## src/pkg/dcache_perf_pkg.sv

```systemverilog
// Constants, register map and carrier types for the data cache event selector.
// Assumes a single core clock domain and an AHB-Lite register bus.
package dcache_perf_pkg;

  localparam int unsigned CODE_W     = 12;
  localparam int unsigned MASK_W     = 8;

  // Register byte offsets
  localparam logic [7:0]  OFS_SELECT = 8'h00;
  localparam logic [7:0]  OFS_STATUS = 8'h04;

  // Field positions in the select register
  localparam int unsigned CODE_LSB   = 0;
  localparam int unsigned MASK_LSB   = 16;
  localparam int unsigned REVC_BIT   = 31;

  // Field positions in the status register
  localparam int unsigned INC_LSB    = 0;
  localparam int unsigned KNOWN_BIT  = 8;

  // Values after reset
  localparam logic [CODE_W-1:0] CODE_RESET = 12'h000;
  localparam logic [MASK_W-1:0] MASK_RESET = 8'h00;
  localparam logic              REVC_RESET = 1'b1;

  // Event codes
  localparam logic [CODE_W-1:0] EV_CLFLUSH   = 12'h026;
  localparam logic [CODE_W-1:0] EV_CPUID     = 12'h027;
  localparam logic [CODE_W-1:0] EV_STLF      = 12'h02A;
  localparam logic [CODE_W-1:0] EV_SMI       = 12'h02B;
  localparam logic [CODE_W-1:0] EV_ACCESS    = 12'h040;
  localparam logic [CODE_W-1:0] EV_MISS      = 12'h041;
  localparam logic [CODE_W-1:0] EV_REFILL    = 12'h042;
  localparam logic [CODE_W-1:0] EV_NB_REFILL = 12'h043;
  localparam logic [CODE_W-1:0] EV_EVICT     = 12'h044;
  localparam logic [CODE_W-1:0] EV_TLB_L2HIT = 12'h045;
  localparam logic [CODE_W-1:0] EV_TLB_MISS  = 12'h046;
  localparam logic [CODE_W-1:0] EV_MISALIGN  = 12'h047;
  localparam logic [CODE_W-1:0] EV_ECC       = 12'h04A;
  localparam logic [CODE_W-1:0] EV_PREFETCH  = 12'h04B;
  localparam logic [CODE_W-1:0] EV_LOCK_MISS = 12'h04C;

  // AHB encodings
  localparam logic [1:0] HTRANS_NONSEQ = 2'h2;
  localparam logic       HRESP_OKAY    = 1'b0;

  // Occurrence strobes from the load/store unit, one cycle each
  typedef struct packed {
    logic       clflush_retired;
    logic       cpuid_retired;
    logic [2:0] stlf_cancel;       // misaligned, narrower, address mismatch
    logic       smi_received;
    logic       dc_access;
    logic       misaligned;
    logic       dc_miss;
    logic       miss_line_pending;
    logic       miss_streaming;
    logic       miss_locked;
    logic [3:0] refill_l2_state;   // modified, owned, exclusive, shared
    logic [4:0] refill_nb_state;   // modified, owned, exclusive, shared, invalid
    logic [4:0] evict_state;       // modified, owned, exclusive, shared, invalid
    logic       evict_nontemporal;
    logic [2:0] tlb_l2_hit;        // 1G, 2M, 4K
    logic [2:0] tlb_miss;          // 1G, 2M, 4K
    logic [3:0] ecc_corrected;     // store pipe, load pipe, piggyback, scrubber
    logic [2:0] prefetch_dispatch; // nontemporal, write intent, load
    logic       prefetch_collide;
  } ls_events_s;

  typedef struct packed {
    logic              rev_c;
    logic [MASK_W-1:0] sub_event_mask;
    logic [CODE_W-1:0] event_code_field;
  } sel_cfg_s;

endpackage

```

## src/design/event_mask_match.sv

```systemverilog
// Sub-event matcher: any strobe whose mask bit is set gives a hit.
// Purely combinational; the caller registers the result.
`timescale 1ns/1ns
`default_nettype none
module event_mask_match #(
  parameter int unsigned W = 3
) (
  input  wire logic [W-1:0] strobes,
  input  wire logic [W-1:0] mask,
  output logic              hit
);

  assign hit = |(strobes & mask);

endmodule
`default_nettype wire

```

## src/design/dcache_perf_event_select.sv

```systemverilog
// Event-source decoder for one performance counter: load/store and data cache events.
// Assumes occurrence strobes synchronous to hclk; counter itself lives outside.
//
// The implementer's own choices: the AHB-Lite register port and the address map.
`timescale 1ns/1ns
`default_nettype none
module dcache_perf_event_select
  import dcache_perf_pkg::*;
(
  input  wire logic        hclk,
  input  wire logic        hresetn,
  input  wire logic        hsel,
  input  wire logic [31:0] haddr,
  input  wire logic [1:0]  htrans,
  input  wire logic        hwrite,
  input  wire logic [2:0]  hsize,
  input  wire logic [31:0] hwdata,
  input  wire logic        hready,
  output logic             hreadyout,
  output logic             hresp,
  output logic [31:0]      hrdata,
  input  wire ls_events_s  events,
  output logic [1:0]       count_increment,
  output logic             code_known
);

  // Register bus slave

  logic             wr_pend;
  logic [7:0]       wr_addr;
  sel_cfg_s         cfg;
  logic [1:0]       last_inc;

  wire              bus_take;
  wire              take_write;
  wire              take_read;
  wire              hit_select_rd;
  wire              hit_status_rd;
  wire              hit_select_wr;
  wire [31:0]       select_word;
  wire [31:0]       status_word;
  wire [31:0]       next_hrdata;
  wire              size_word;

  assign size_word     = (hsize == 3'h2);
  assign bus_take      = hsel & hready & (htrans == HTRANS_NONSEQ);
  assign take_write    = bus_take & hwrite & size_word;
  assign take_read     = bus_take & ~hwrite;
  assign hit_select_rd = take_read & (haddr[7:0] == OFS_SELECT) & (haddr[31:8] == 24'h00_0000);
  assign hit_status_rd = take_read & (haddr[7:0] == OFS_STATUS) & (haddr[31:8] == 24'h00_0000);
  assign hit_select_wr = wr_pend & (wr_addr == OFS_SELECT);

  assign select_word = (32'(cfg.event_code_field) << CODE_LSB)
                     | (32'(cfg.sub_event_mask) << MASK_LSB)
                     | (32'(cfg.rev_c) << REVC_BIT);

  assign status_word = (32'(last_inc) << INC_LSB)
                     | (32'(code_known) << KNOWN_BIT);

  // Unmapped addresses read as zero and ignore writes
  assign next_hrdata = hit_select_rd ? select_word :
                       hit_status_rd ? status_word : 32'h0000_0000;

  // Zero wait states: ready is low only in reset and high after it, and the response line never moves
  always_ff @(posedge hclk or negedge hresetn) begin
    if (!hresetn) begin
      hreadyout <= 1'b0;
    end else begin
      hreadyout <= 1'b1;
    end
  end

  // No error response: mapped or not, every access completes OKAY
  always_ff @(posedge hclk or negedge hresetn) begin
    if (!hresetn) begin
      hresp <= HRESP_OKAY;
    end else begin
      hresp <= HRESP_OKAY;
    end
  end

  // Write address is kept for the data phase, one cycle later
  always_ff @(posedge hclk or negedge hresetn) begin
    if (!hresetn) begin
      wr_pend <= 1'b0;
    end else begin
      wr_pend <= take_write & (haddr[31:8] == 24'h00_0000);
    end
  end

  always_ff @(posedge hclk or negedge hresetn) begin
    if (!hresetn) begin
      wr_addr <= 8'h00;
    end else begin
      wr_addr <= haddr[7:0];
    end
  end

  always_ff @(posedge hclk or negedge hresetn) begin
    if (!hresetn) begin
      hrdata <= 32'h0000_0000;
    end else if (take_read) begin
      hrdata <= next_hrdata;
    end
  end

  // Select register: written in the data phase of a word-sized write
  always_ff @(posedge hclk or negedge hresetn) begin
    if (!hresetn) begin
      cfg.event_code_field <= CODE_RESET;
    end else if (hit_select_wr) begin
      cfg.event_code_field <= hwdata[CODE_LSB +: CODE_W];
    end
  end

  always_ff @(posedge hclk or negedge hresetn) begin
    if (!hresetn) begin
      cfg.sub_event_mask <= MASK_RESET;
    end else if (hit_select_wr) begin
      cfg.sub_event_mask <= hwdata[MASK_LSB +: MASK_W];
    end
  end

  always_ff @(posedge hclk or negedge hresetn) begin
    if (!hresetn) begin
      cfg.rev_c <= REVC_RESET;
    end else if (hit_select_wr) begin
      cfg.rev_c <= hwdata[REVC_BIT];
    end
  end

  // Sub-event decode

  wire [MASK_W-1:0] m;
  wire              stlf_hit;
  wire              refill_hit;
  wire              nb_refill_hit;
  wire              evict_state_hit;
  wire              evict_source_hit;
  wire              evict_valid;
  wire [1:0]        evict_source;
  wire              tlb_l2_hit;
  wire              tlb_miss_hit;
  wire              ecc_hit;
  wire              prefetch_hit;
  wire [2:0]        prefetch_counted;
  wire [2:0]        tlb_l2_mask;
  wire [4:0]        refill_strobes;
  wire              nb_refill_any;
  wire              first_miss;
  wire              stream_miss;
  wire              miss_counted;
  wire              locked_miss;

  assign m = cfg.sub_event_mask;

  // Store-to-load forward cancels, one bit per cause
  event_mask_match #(.W(3)) u_stlf (
    .strobes (events.stlf_cancel),
    .mask    (m[2:0]),
    .hit     (stlf_hit)
  );

  // Bit 0 is the sum of every northbridge refill state
  assign nb_refill_any  = |events.refill_nb_state;
  assign refill_strobes = {events.refill_l2_state, nb_refill_any};

  event_mask_match #(.W(5)) u_refill (
    .strobes (refill_strobes),
    .mask    (m[4:0]),
    .hit     (refill_hit)
  );

  event_mask_match #(.W(5)) u_nb_refill (
    .strobes (events.refill_nb_state),
    .mask    (m[4:0]),
    .hit     (nb_refill_hit)
  );

  event_mask_match #(.W(5)) u_evict_state (
    .strobes (events.evict_state),
    .mask    (m[4:0]),
    .hit     (evict_state_hit)
  );

  // Source bits count every eviction regardless of state
  assign evict_valid  = |events.evict_state;
  assign evict_source = {evict_valid & ~events.evict_nontemporal,
                         evict_valid & events.evict_nontemporal};

  // Mixed masks are not blocked; an eviction then counts once, not twice
  event_mask_match #(.W(2)) u_evict_source (
    .strobes (evict_source),
    .mask    (m[6:5]),
    .hit     (evict_source_hit)
  );

  // The 1G bit is reserved on the earlier revision
  assign tlb_l2_mask = {m[2] & cfg.rev_c, m[1:0]};

  event_mask_match #(.W(3)) u_tlb_l2 (
    .strobes (events.tlb_l2_hit),
    .mask    (tlb_l2_mask),
    .hit     (tlb_l2_hit)
  );

  // Both DTLB levels missed; each page size has its own bit
  event_mask_match #(.W(3)) u_tlb_miss (
    .strobes (events.tlb_miss),
    .mask    (m[2:0]),
    .hit     (tlb_miss_hit)
  );

  // Corrected errors, by the path that fixed them
  event_mask_match #(.W(4)) u_ecc (
    .strobes (events.ecc_corrected),
    .mask    (m[3:0]),
    .hit     (ecc_hit)
  );

  // A collision with a hardware prefetch drops every kind that cycle
  assign prefetch_counted = events.prefetch_dispatch & {3{~events.prefetch_collide}};

  event_mask_match #(.W(3)) u_prefetch (
    .strobes (prefetch_counted),
    .mask    (m[2:0]),
    .hit     (prefetch_hit)
  );

  // Miss filtering: non-streaming repeats to a line under refill are dropped
  assign first_miss   = events.dc_miss & ~events.miss_streaming & ~events.miss_line_pending;
  assign stream_miss  = events.dc_miss & events.miss_streaming & ~cfg.rev_c;
  assign miss_counted = first_miss | stream_miss;
  assign locked_miss  = events.dc_miss & events.miss_locked & m[1];

  // Event selection

  logic [1:0] next_inc;
  logic       next_known;

  // Codes outside this set select nothing and report as unknown
  always_comb begin
    next_inc   = 2'h0;
    next_known = 1'b1;
    case (cfg.event_code_field)
      EV_CLFLUSH: begin
        next_inc = {1'b0, events.clflush_retired};
      end
      EV_CPUID: begin
        next_inc = {1'b0, events.cpuid_retired};
      end
      EV_STLF: begin
        next_inc = {1'b0, stlf_hit};
      end
      EV_SMI: begin
        next_inc = {1'b0, events.smi_received};
      end
      EV_ACCESS: begin
        // A crossing access costs a second eight-byte access
        next_inc = {1'b0, events.dc_access} + {1'b0, events.misaligned};
      end
      EV_MISS: begin
        next_inc = {1'b0, miss_counted};
      end
      EV_REFILL: begin
        next_inc = {1'b0, refill_hit};
      end
      EV_NB_REFILL: begin
        next_inc = {1'b0, nb_refill_hit};
      end
      EV_EVICT: begin
        next_inc = {1'b0, evict_state_hit | evict_source_hit};
      end
      EV_TLB_L2HIT: begin
        next_inc = {1'b0, tlb_l2_hit};
      end
      EV_TLB_MISS: begin
        next_inc = {1'b0, tlb_miss_hit};
      end
      EV_MISALIGN: begin
        next_inc = {1'b0, events.misaligned};
      end
      EV_ECC: begin
        next_inc = {1'b0, ecc_hit};
      end
      EV_PREFETCH: begin
        next_inc = {1'b0, prefetch_hit};
      end
      EV_LOCK_MISS: begin
        next_inc = {1'b0, locked_miss};
      end
      default: begin
        next_inc   = 2'h0;
        next_known = 1'b0;
      end
    endcase
  end

  // One cycle from strobe to increment; the counter adds count_increment
  always_ff @(posedge hclk or negedge hresetn) begin
    if (!hresetn) begin
      count_increment <= 2'h0;
    end else begin
      count_increment <= next_inc;
    end
  end

  always_ff @(posedge hclk or negedge hresetn) begin
    if (!hresetn) begin
      code_known <= 1'b0;
    end else begin
      code_known <= next_known;
    end
  end

  // Status copy; a read shows the increment of the cycle before its address phase
  always_ff @(posedge hclk or negedge hresetn) begin
    if (!hresetn) begin
      last_inc <= 2'h0;
    end else begin
      last_inc <= next_inc;
    end
  end

endmodule
`default_nettype wire

```

## config.mk

```make
export PLATFORM = sky130hd
export DESIGN_NAME = dcache_perf_event_select
export DESIGN_NICKNAME = d
export VERILOG_FILES = /design/src/pkg/dcache_perf_pkg.sv /design/src/design/event_mask_match.sv /design/src/design/dcache_perf_event_select.sv
export SDC_FILE = /design/constraint.sdc
export NUM_CORES = 1
export LEC_CHECK = 0
export ABC_AREA = 1
export BUFFER_PORTS_ARGS = -buffer_cell sky130_fd_sc_hd__buf_2
export CORE_UTILIZATION = 46
export DETAILED_ROUTE_END_ITERATION = 16
export PLACE_DENSITY = 0.85
export SETUP_SLACK_MARGIN = 0.1
export SYNTH_ARGS = -nofsm -noshare
export SYNTH_HDL_FRONTEND = slang
export SYNTH_SLANG_ARGS = --single-unit
export TNS_END_PERCENT = 10
```

## constraint.sdc

```tcl
create_clock -name hclk -period 1.8 [get_ports hclk]
set_clock_uncertainty 0.05 [all_clocks]
set_input_delay 0 -clock hclk [delete_from_list [all_inputs] [get_ports hclk]]
set_output_delay 0 -clock hclk [all_outputs]
set_load 0.03 [all_outputs]
```

==> out/results.ini, run 1 <==
[sta]
setup_viol = 0
worst_slew_pin_slew_ns = 0.682
timing.fmax_ghz = 0.636
whs_ns = 0.0729
rsz0062_at_grt = false
min_period_ns = 1.57
max-slew-margin-rel = 0.545
fin_crit_sh = 0.873
slew_violations = 0
finalSetupTns_ns = 0
layout_setup_ws_ns = 0.228
hold_viol_final = 0

[power]
p_leak_nw = 2.39
p_seq_frac = 0.523
p_int_mw = 1.82
power_mw = 2.39
p_clk_frac = 0.350
power.net_switching_mw = 0.568
irDropWorstVdd_v = 0.000500
p_per_area_mw_per_mm2 = 586
power_frac_comb = 0.127
switching_share = 0.238

[placement]
dp_hpwl_um = 5610
gp_congestion = 0.842
port_buffers = 128
dp_slack_ns = 0.308

[min_path]
hp-class = primary input to flop

[worst_setup_path]
reg2reg_slack_ns = 0.28
reg2reg_depth = 11
crit_path_start = haddr[18]
worstSetupEndpointType = flop
critPathKind = primary input to flop
critical_path.max_fanout = 2
r2r-start = cfg[8]
worstReg2RegEnd = last_inc[0]
cp-endpoint = wr_pend
start_kind = primary input
worstPathRequired_ns = 1.98
worstPathArrival_ns = 1.75

[global_route]
grt_pass1_vias = 2957
grt_max_degree = 56
grt_overflow = 0
track_usage = 0.250
antenna_found_initial = 0
grt_first_pass_wirelength_um = 13000

[logic_synthesis]
synth_fa_ha_area_frac = 0.00420
avgSynthCellArea_um2 = 7.74
synthXorXnorAreaFrac = 0
ys_types = 33
synth_mux_area_frac = 0
synth-compound-area-share = 0.0638
yosys.area_share.simple = 0.356
synth_top_family_by_area = simple AND/OR/NAND/NOR gates
synth_area_mm2 = 0.00298
ys_ff_latch = 55
ys_seq_area_frac = 0.462
synthCells = 385
ys.warnings.count = 0

[finish]
syn_to_final_growth_pct = 36.6
drive_gt1_frac = 0.295
fin_nets = 661
diodes = 0

[drt]
detail-route-antenna-nets = 0
drt-wirelength-per-cell_um = 12.8
wirelength_um = 7930
first_pass_iters = 4
drt-initial-drc-count = 151
viasPerCell = 4.81
drc = 0
vias = 2986

[die]
pin_count = 152
die_y_um = 82.5
die_w_um = 82.5
core_mm2 = 0.00610
rows = 28
die_area_mm2 = 0.00681
start_util = 0.489

[cts]
cts-buffers-inserted = 5
cts.sinks = 55
clockBufferDepth = 2
cts_max_level = 2
cts.clk_slew.worst_paths_ns = 0.10
cts_tree = done
clkLatencyLatePin_ns = 0.31
root_buffer = clkbuf_8

[status]
status = complete, no violations

[flow_run]
maxCapViolCount = 0

## layout make-up
type                       count  area [um^2]
fill                         550         2020
inverter                      45          169
timing repair buffer         165         1000
multi-input combinational    273         1320
clock buffer                   6         72.6
sequential                    55         1380
clock inverter                 2         38.8
tap                           75         93.8
## cells by family after synthesis
family | after synthesis
other | 2
AO/OA/AOI/OAI | 37
buffers and inverters | 68
flip-flops | 55
AND/OR/NAND/NOR | 222
adder cells (fa/ha/maj) | 1
## metal layers
| metal | GRT usage | part of all wire | routed length [um] |
|---|---|---|---|
| met4 | 0.0707 | 0.015 | 116 |
| met5 | 0 | 0 | 0 |
| met3 | 0.0462 | 0.051 | 402 |
| met2 | 0.458 | 0.52 | 4100 |
| met1 | 0.296 | 0.42 | 3310 |
## stage by stage
| stage | util | instances | instance area [um^2] |
|---|---|---|---|
| floorplan | - | 396 | 3020 |
| global placement | 0.593 | 579 | 3620 |
| detailed placement | 0.593 | 579 | 3620 |
| CTS | 0.667 | 621 | 4070 |
| global route | 0.668 | 621 | 4070 |
| finish | 0.668 | 621 | 4070 |
## state kept, by name (all words and copies together) (netlist names)
signal	count
hreadyout	1
hrdata	21
last_inc	2
wr_pend	1
cfg	13
wr_addr	8
code_known	1
m	8
## worst min path at each step
| stage | from | end | slack [ns] | depth (start not counted) |
|---|---|---|---|---|
| 2_1_floorplan | hresetn | cfg[0] | -0.35 | 0 |
| 3_3_place_gp | haddr[1] | wr_addr[1] | 0.07 | 1 |
| 3_5_place_dp | haddr[1] | wr_addr[1] | 0.07 | 1 |
| 4_1_cts | haddr[13] | wr_pend | 0.05 | 4 |
| 5_1_grt | events[34] | last_inc[1] | 0.08 | 3 |
| 6_report | events[34] | last_inc[1] | 0.07 | 3 |
## cell usage after synthesis (all sizes together)
| cell type | count | area, um^2 |
|---|---|---|
| nand2 | 126 | 485 |
| a31oi | 1 | 6.26 |
| o21ai | 33 | 165 |
| nand3 | 34 | 175 |
| clkbuf | 4 | 15.0 |
| dfrtp | 54 | 1350 |
| inv | 45 | 169 |
| conb | 2 | 7.51 |
| nor2 | 42 | 201 |
| nor3b | 2 | 20.0 |
| a21oi | 2 | 10.0 |
| nor3 | 3 | 15.0 |
| buf | 19 | 148 |
| dfstp | 1 | 26.3 |
| o221ai | 1 | 8.76 |
| nor4 | 6 | 95.1 |
| nand4 | 8 | 50.1 |
| nand3b | 1 | 20.0 |
| ha | 1 | 12.5 |
## timing repair
| action | in CTS | in global routing |
|---|---|---|
| hold buffers | 34 | 0 |
| setup endpoints to repair | 0 | 1 |
| hold endpoints to repair | 84 | 0 |
| buffers inserted | 0 | 0 |
| gates resized for setup | 0 | 1 |
## cell usage in the layout (no fill, tap or decap)
cell type and n:
nor4_1 1, inv_2 2, dfstp_2 1, nor3b_1 1, nor3b_2 1, nand3_2 1, ha_1 1, nor2_4 2
nand2_4 1, nor2_1 33, nor4_2 2, nor4_4 3, clkbuf_8 5, nand2_1 123, o221ai_1 1, a21oi_1 2
nor2_2 6, o21ai_0 5, nand3_1 33, inv_1 43, buf_2 128, nand2_2 2, nor2_8 1, inv_6 1
o21ai_1 28, bufinv_16 1, nand3b_4 1, buf_4 3, dfrtp_1 54, nand4_1 8, a31oi_1 1, dlygate4sd3_1 34
nor3_1 3, conb_1 13, clkbuf_1 1
## critical path: stages
cell and delay [ns]:
dlygate4sd3_1 0.53, buf_2 0.13, nor4_4 0.20, nand3b_4 0.14, dlygate4sd3_1 0.60, nor3_1 0.15
## power by group through the flow
stage          clock [mW]  combinational, mW  sequential [mW]
2_1_floorplan           0              0.107             1.27
3_3_place_gp            0              0.243             1.27
3_5_place_dp            0              0.248             1.27
4_1_cts             0.850              0.302             1.25
5_1_grt             0.906              0.339             1.25
6_report            0.835              0.304             1.25
(Power assumes the default switching activity.)
==> run 2: changes to the inputs <==
--- a/config.mk
+++ b/config.mk
@@ -6,10 +6,10 @@
 export NUM_CORES = 1
 export LEC_CHECK = 0
 export ABC_AREA = 1
-export BUFFER_PORTS_ARGS = -buffer_cell sky130_fd_sc_hd__buf_2
-export CORE_UTILIZATION = 46
+export CORE_UTILIZATION = 53
 export DETAILED_ROUTE_END_ITERATION = 16
-export PLACE_DENSITY = 0.85
+export DONT_BUFFER_PORTS = 1
+export PLACE_DENSITY = 0.72
 export SETUP_SLACK_MARGIN = 0.1
 export SYNTH_ARGS = -nofsm -noshare
 export SYNTH_HDL_FRONTEND = slang
==> run 2 against run 1 <==
Effect of this change: non-clock buffer count fell by 114; cell count shrank 19%; largest power group unchanged; core utilization rose by 1.1 points; via count fell by 15%; critical path depth shrank 1; register-to-register slack worse by 0.02 ns; final area down 12%; routed wire length down 9.8%; clock power about the same; critical path type unchanged; combinational power is 30% lower.
==> out/results.ini, run 2 (synthesis gave the netlist of run 1 again) <==
[drt]
viasPerCell = 5.06  ; was 4.81
detail-route-antenna-nets = 0  ; unchanged
drc = 0  ; unchanged
first_pass_iters = 4  ; unchanged
vias = 2542  ; was 2986
wirelength_um = 7150  ; was 7930 um
drt-wirelength-per-cell_um = 14.2  ; was 12.8 um
drt-initial-drc-count = 122  ; was 151

[finish]
fin_nets = 547  ; was 661
syn_to_final_growth_pct = 20.0  ; was 36.6%
drive_gt1_frac = 0.0833  ; was 0.295
largest_reg_flops = 21  ; unchanged
final_common_cell = nand2_1  ; was buf_2
mostFrequentLayoutCells = nand2_1 (123), dfrtp_1 (54), dlygate4sd3_1 (45)  ; was buf_2 (128), nand2_1 (123), dfrtp_1 (54)
diodes = 0  ; unchanged
top_regs = hrdata (21), cfg (13)  ; unchanged
largest-register = hrdata  ; unchanged
nFillCells = 458  ; was 550
fin_area_mm2 = 0.00358  ; was 0.00407 mm^2

[global_route]
grt_max_degree = 56  ; unchanged
antenna_found_initial = 0  ; unchanged
grt_pass1_vias = 2474  ; was 2957
grt_overflow = 0  ; unchanged
track_usage = 0.252  ; was 0.250
grt_first_pass_wirelength_um = 11700  ; was 13000 um

[status]
status = complete, no violations  ; unchanged

[cts]
clockBufferDepth = 2  ; unchanged
root_buffer = clkbuf_8  ; unchanged
cts-buffers-inserted = 5  ; unchanged
clkLatencyLatePin_ns = 0.31  ; about the same
cts.clk_slew.worst_paths_ns = 0.10  ; about the same
cts_tree = done  ; unchanged
cts.sinks = 55  ; unchanged
cts_max_level = 2  ; unchanged

[die]
pin_count = 152  ; unchanged
core_mm2 = 0.00527  ; was 0.00610 mm^2
die_w_um = 77.0  ; was 82.5 um
rows = 26  ; was 28
die_y_um = 77.0  ; was 82.5 um
die_area_mm2 = 0.00593  ; was 0.00681 mm^2
start_util = 0.566  ; was 0.489

[worst_setup_path]
worstPathArrival_ns = 1.83  ; was 1.75 ns
worstPathRequired_ns = 1.98  ; about the same
worstSetupEndpointType = flop  ; unchanged
critical_path.max_fanout = 2  ; unchanged
start_kind = primary input  ; unchanged
critPathKind = primary input to flop  ; unchanged

[placement]
dp_slack_ns = 0.281  ; was 0.308 ns
port_buffers = 0  ; was 128
dp_hpwl_um = 4770  ; was 5610 um
gp_congestion = 0.823  ; was 0.842
postPlaceCellArea_mm2 = 0.00296  ; was 0.00362 mm^2

[power]
p_leak_nw = 1.91  ; was 2.39 nW
p_per_area_mw_per_mm2 = 642  ; was 586 mW/mm^2
irDropWorstVdd_v = 0.000371  ; was 0.000500 V

[min_path]
hp-class = primary input to flop  ; unchanged

[sta]
hold_viol_final = 0  ; unchanged
min_period_ns = 1.65  ; was 1.57 ns
layout_setup_ws_ns = 0.153  ; was 0.228 ns
fin_crit_sh = 0.915  ; was 0.873
setup_viol = 0  ; unchanged
rsz0062_at_grt = false  ; unchanged
slew_violations = 0  ; unchanged
finalSetupTns_ns = 0  ; unchanged
timing.fmax_ghz = 0.607  ; was 0.636 GHz

[flow_run]
maxCapViolCount = 0  ; unchanged

run 2: metrics by stage:
step | util | hold slack [ns] | total power [mW] | instances
5_1_grt | 0.679 | 0.0281 | 2.39 | 502
3_3_place_gp | 0.562 | -0.345 | 1.37 | 445
6_report | 0.679 | 0.00370 | 2.30 | 502
2_1_floorplan | - | -0.346 | 1.38 | 396
3_5_place_dp | 0.562 | -0.344 | 1.37 | 445
4_1_cts | 0.675 | 0.000800 | 2.31 | 499
run 2: repair_timing:
item                                    4_1_cts  5_1_grt
buffers inserted                              0        3
hold endpoints to repair                    100        0
hold buffers                                 46        0
endpoints found under the setup margin        0        1
gates resized for setup                       0        0
run 2: per-layer routing:
layer / share of wire / track usage / up-vias
met5: 0 / 0 / -
met4: 0.020 / 0.0717 / 0
met3: 0.053 / 0.0655 / 15
met2: 0.51 / 0.446 / 77
met1: 0.41 / 0.301 / 1166
li1: - / - / 1284
run 2: critical path, stage by stage:
cell and delay (ns):
dlygate4sd3_1 0.59, nor4_4 0.35, nand3b_4 0.15, dlygate4sd3_1 0.60, nor3_1 0.14
run 2: final cells by class:
type                            count  area (um^2)  area share
Clock buffer                        5         68.8      0.0192
Clock inverter                      3         46.3      0.0129
Inverter                           45          169      0.0472
Multi-Input combinational cell    273         1310       0.367
Sequential cell                    55         1380       0.385
Tap cell                           70         87.6      0.0245
Timing Repair Buffer               51          515       0.144
run 2: worst paths after layout:
check / start / end / slack, ns / cells after the start
worst min register to register: m[6] / m[6] / 0.45 / 2
max in group asynchronous: hresetn / cfg[20] / 1.27 / 2
worst max register to register: wr_addr[3] / m[0] / 0.26 / 5
worst min-delay path: hwrite / hrdata[23] / 0.004 / 5
min in group asynchronous: hresetn / wr_addr[1] / 0.13 / 2
worst max-delay path: haddr[21] / wr_pend / 0.15 / 5
run 2: power breakdown:
part / total (mW) / internal (mW) / switching (mW)
clock: 0.835 / 0.420 / 0.416
combinational: 0.213 / 0.0960 / 0.117
sequential: 1.25 / 1.24 / 0.00652
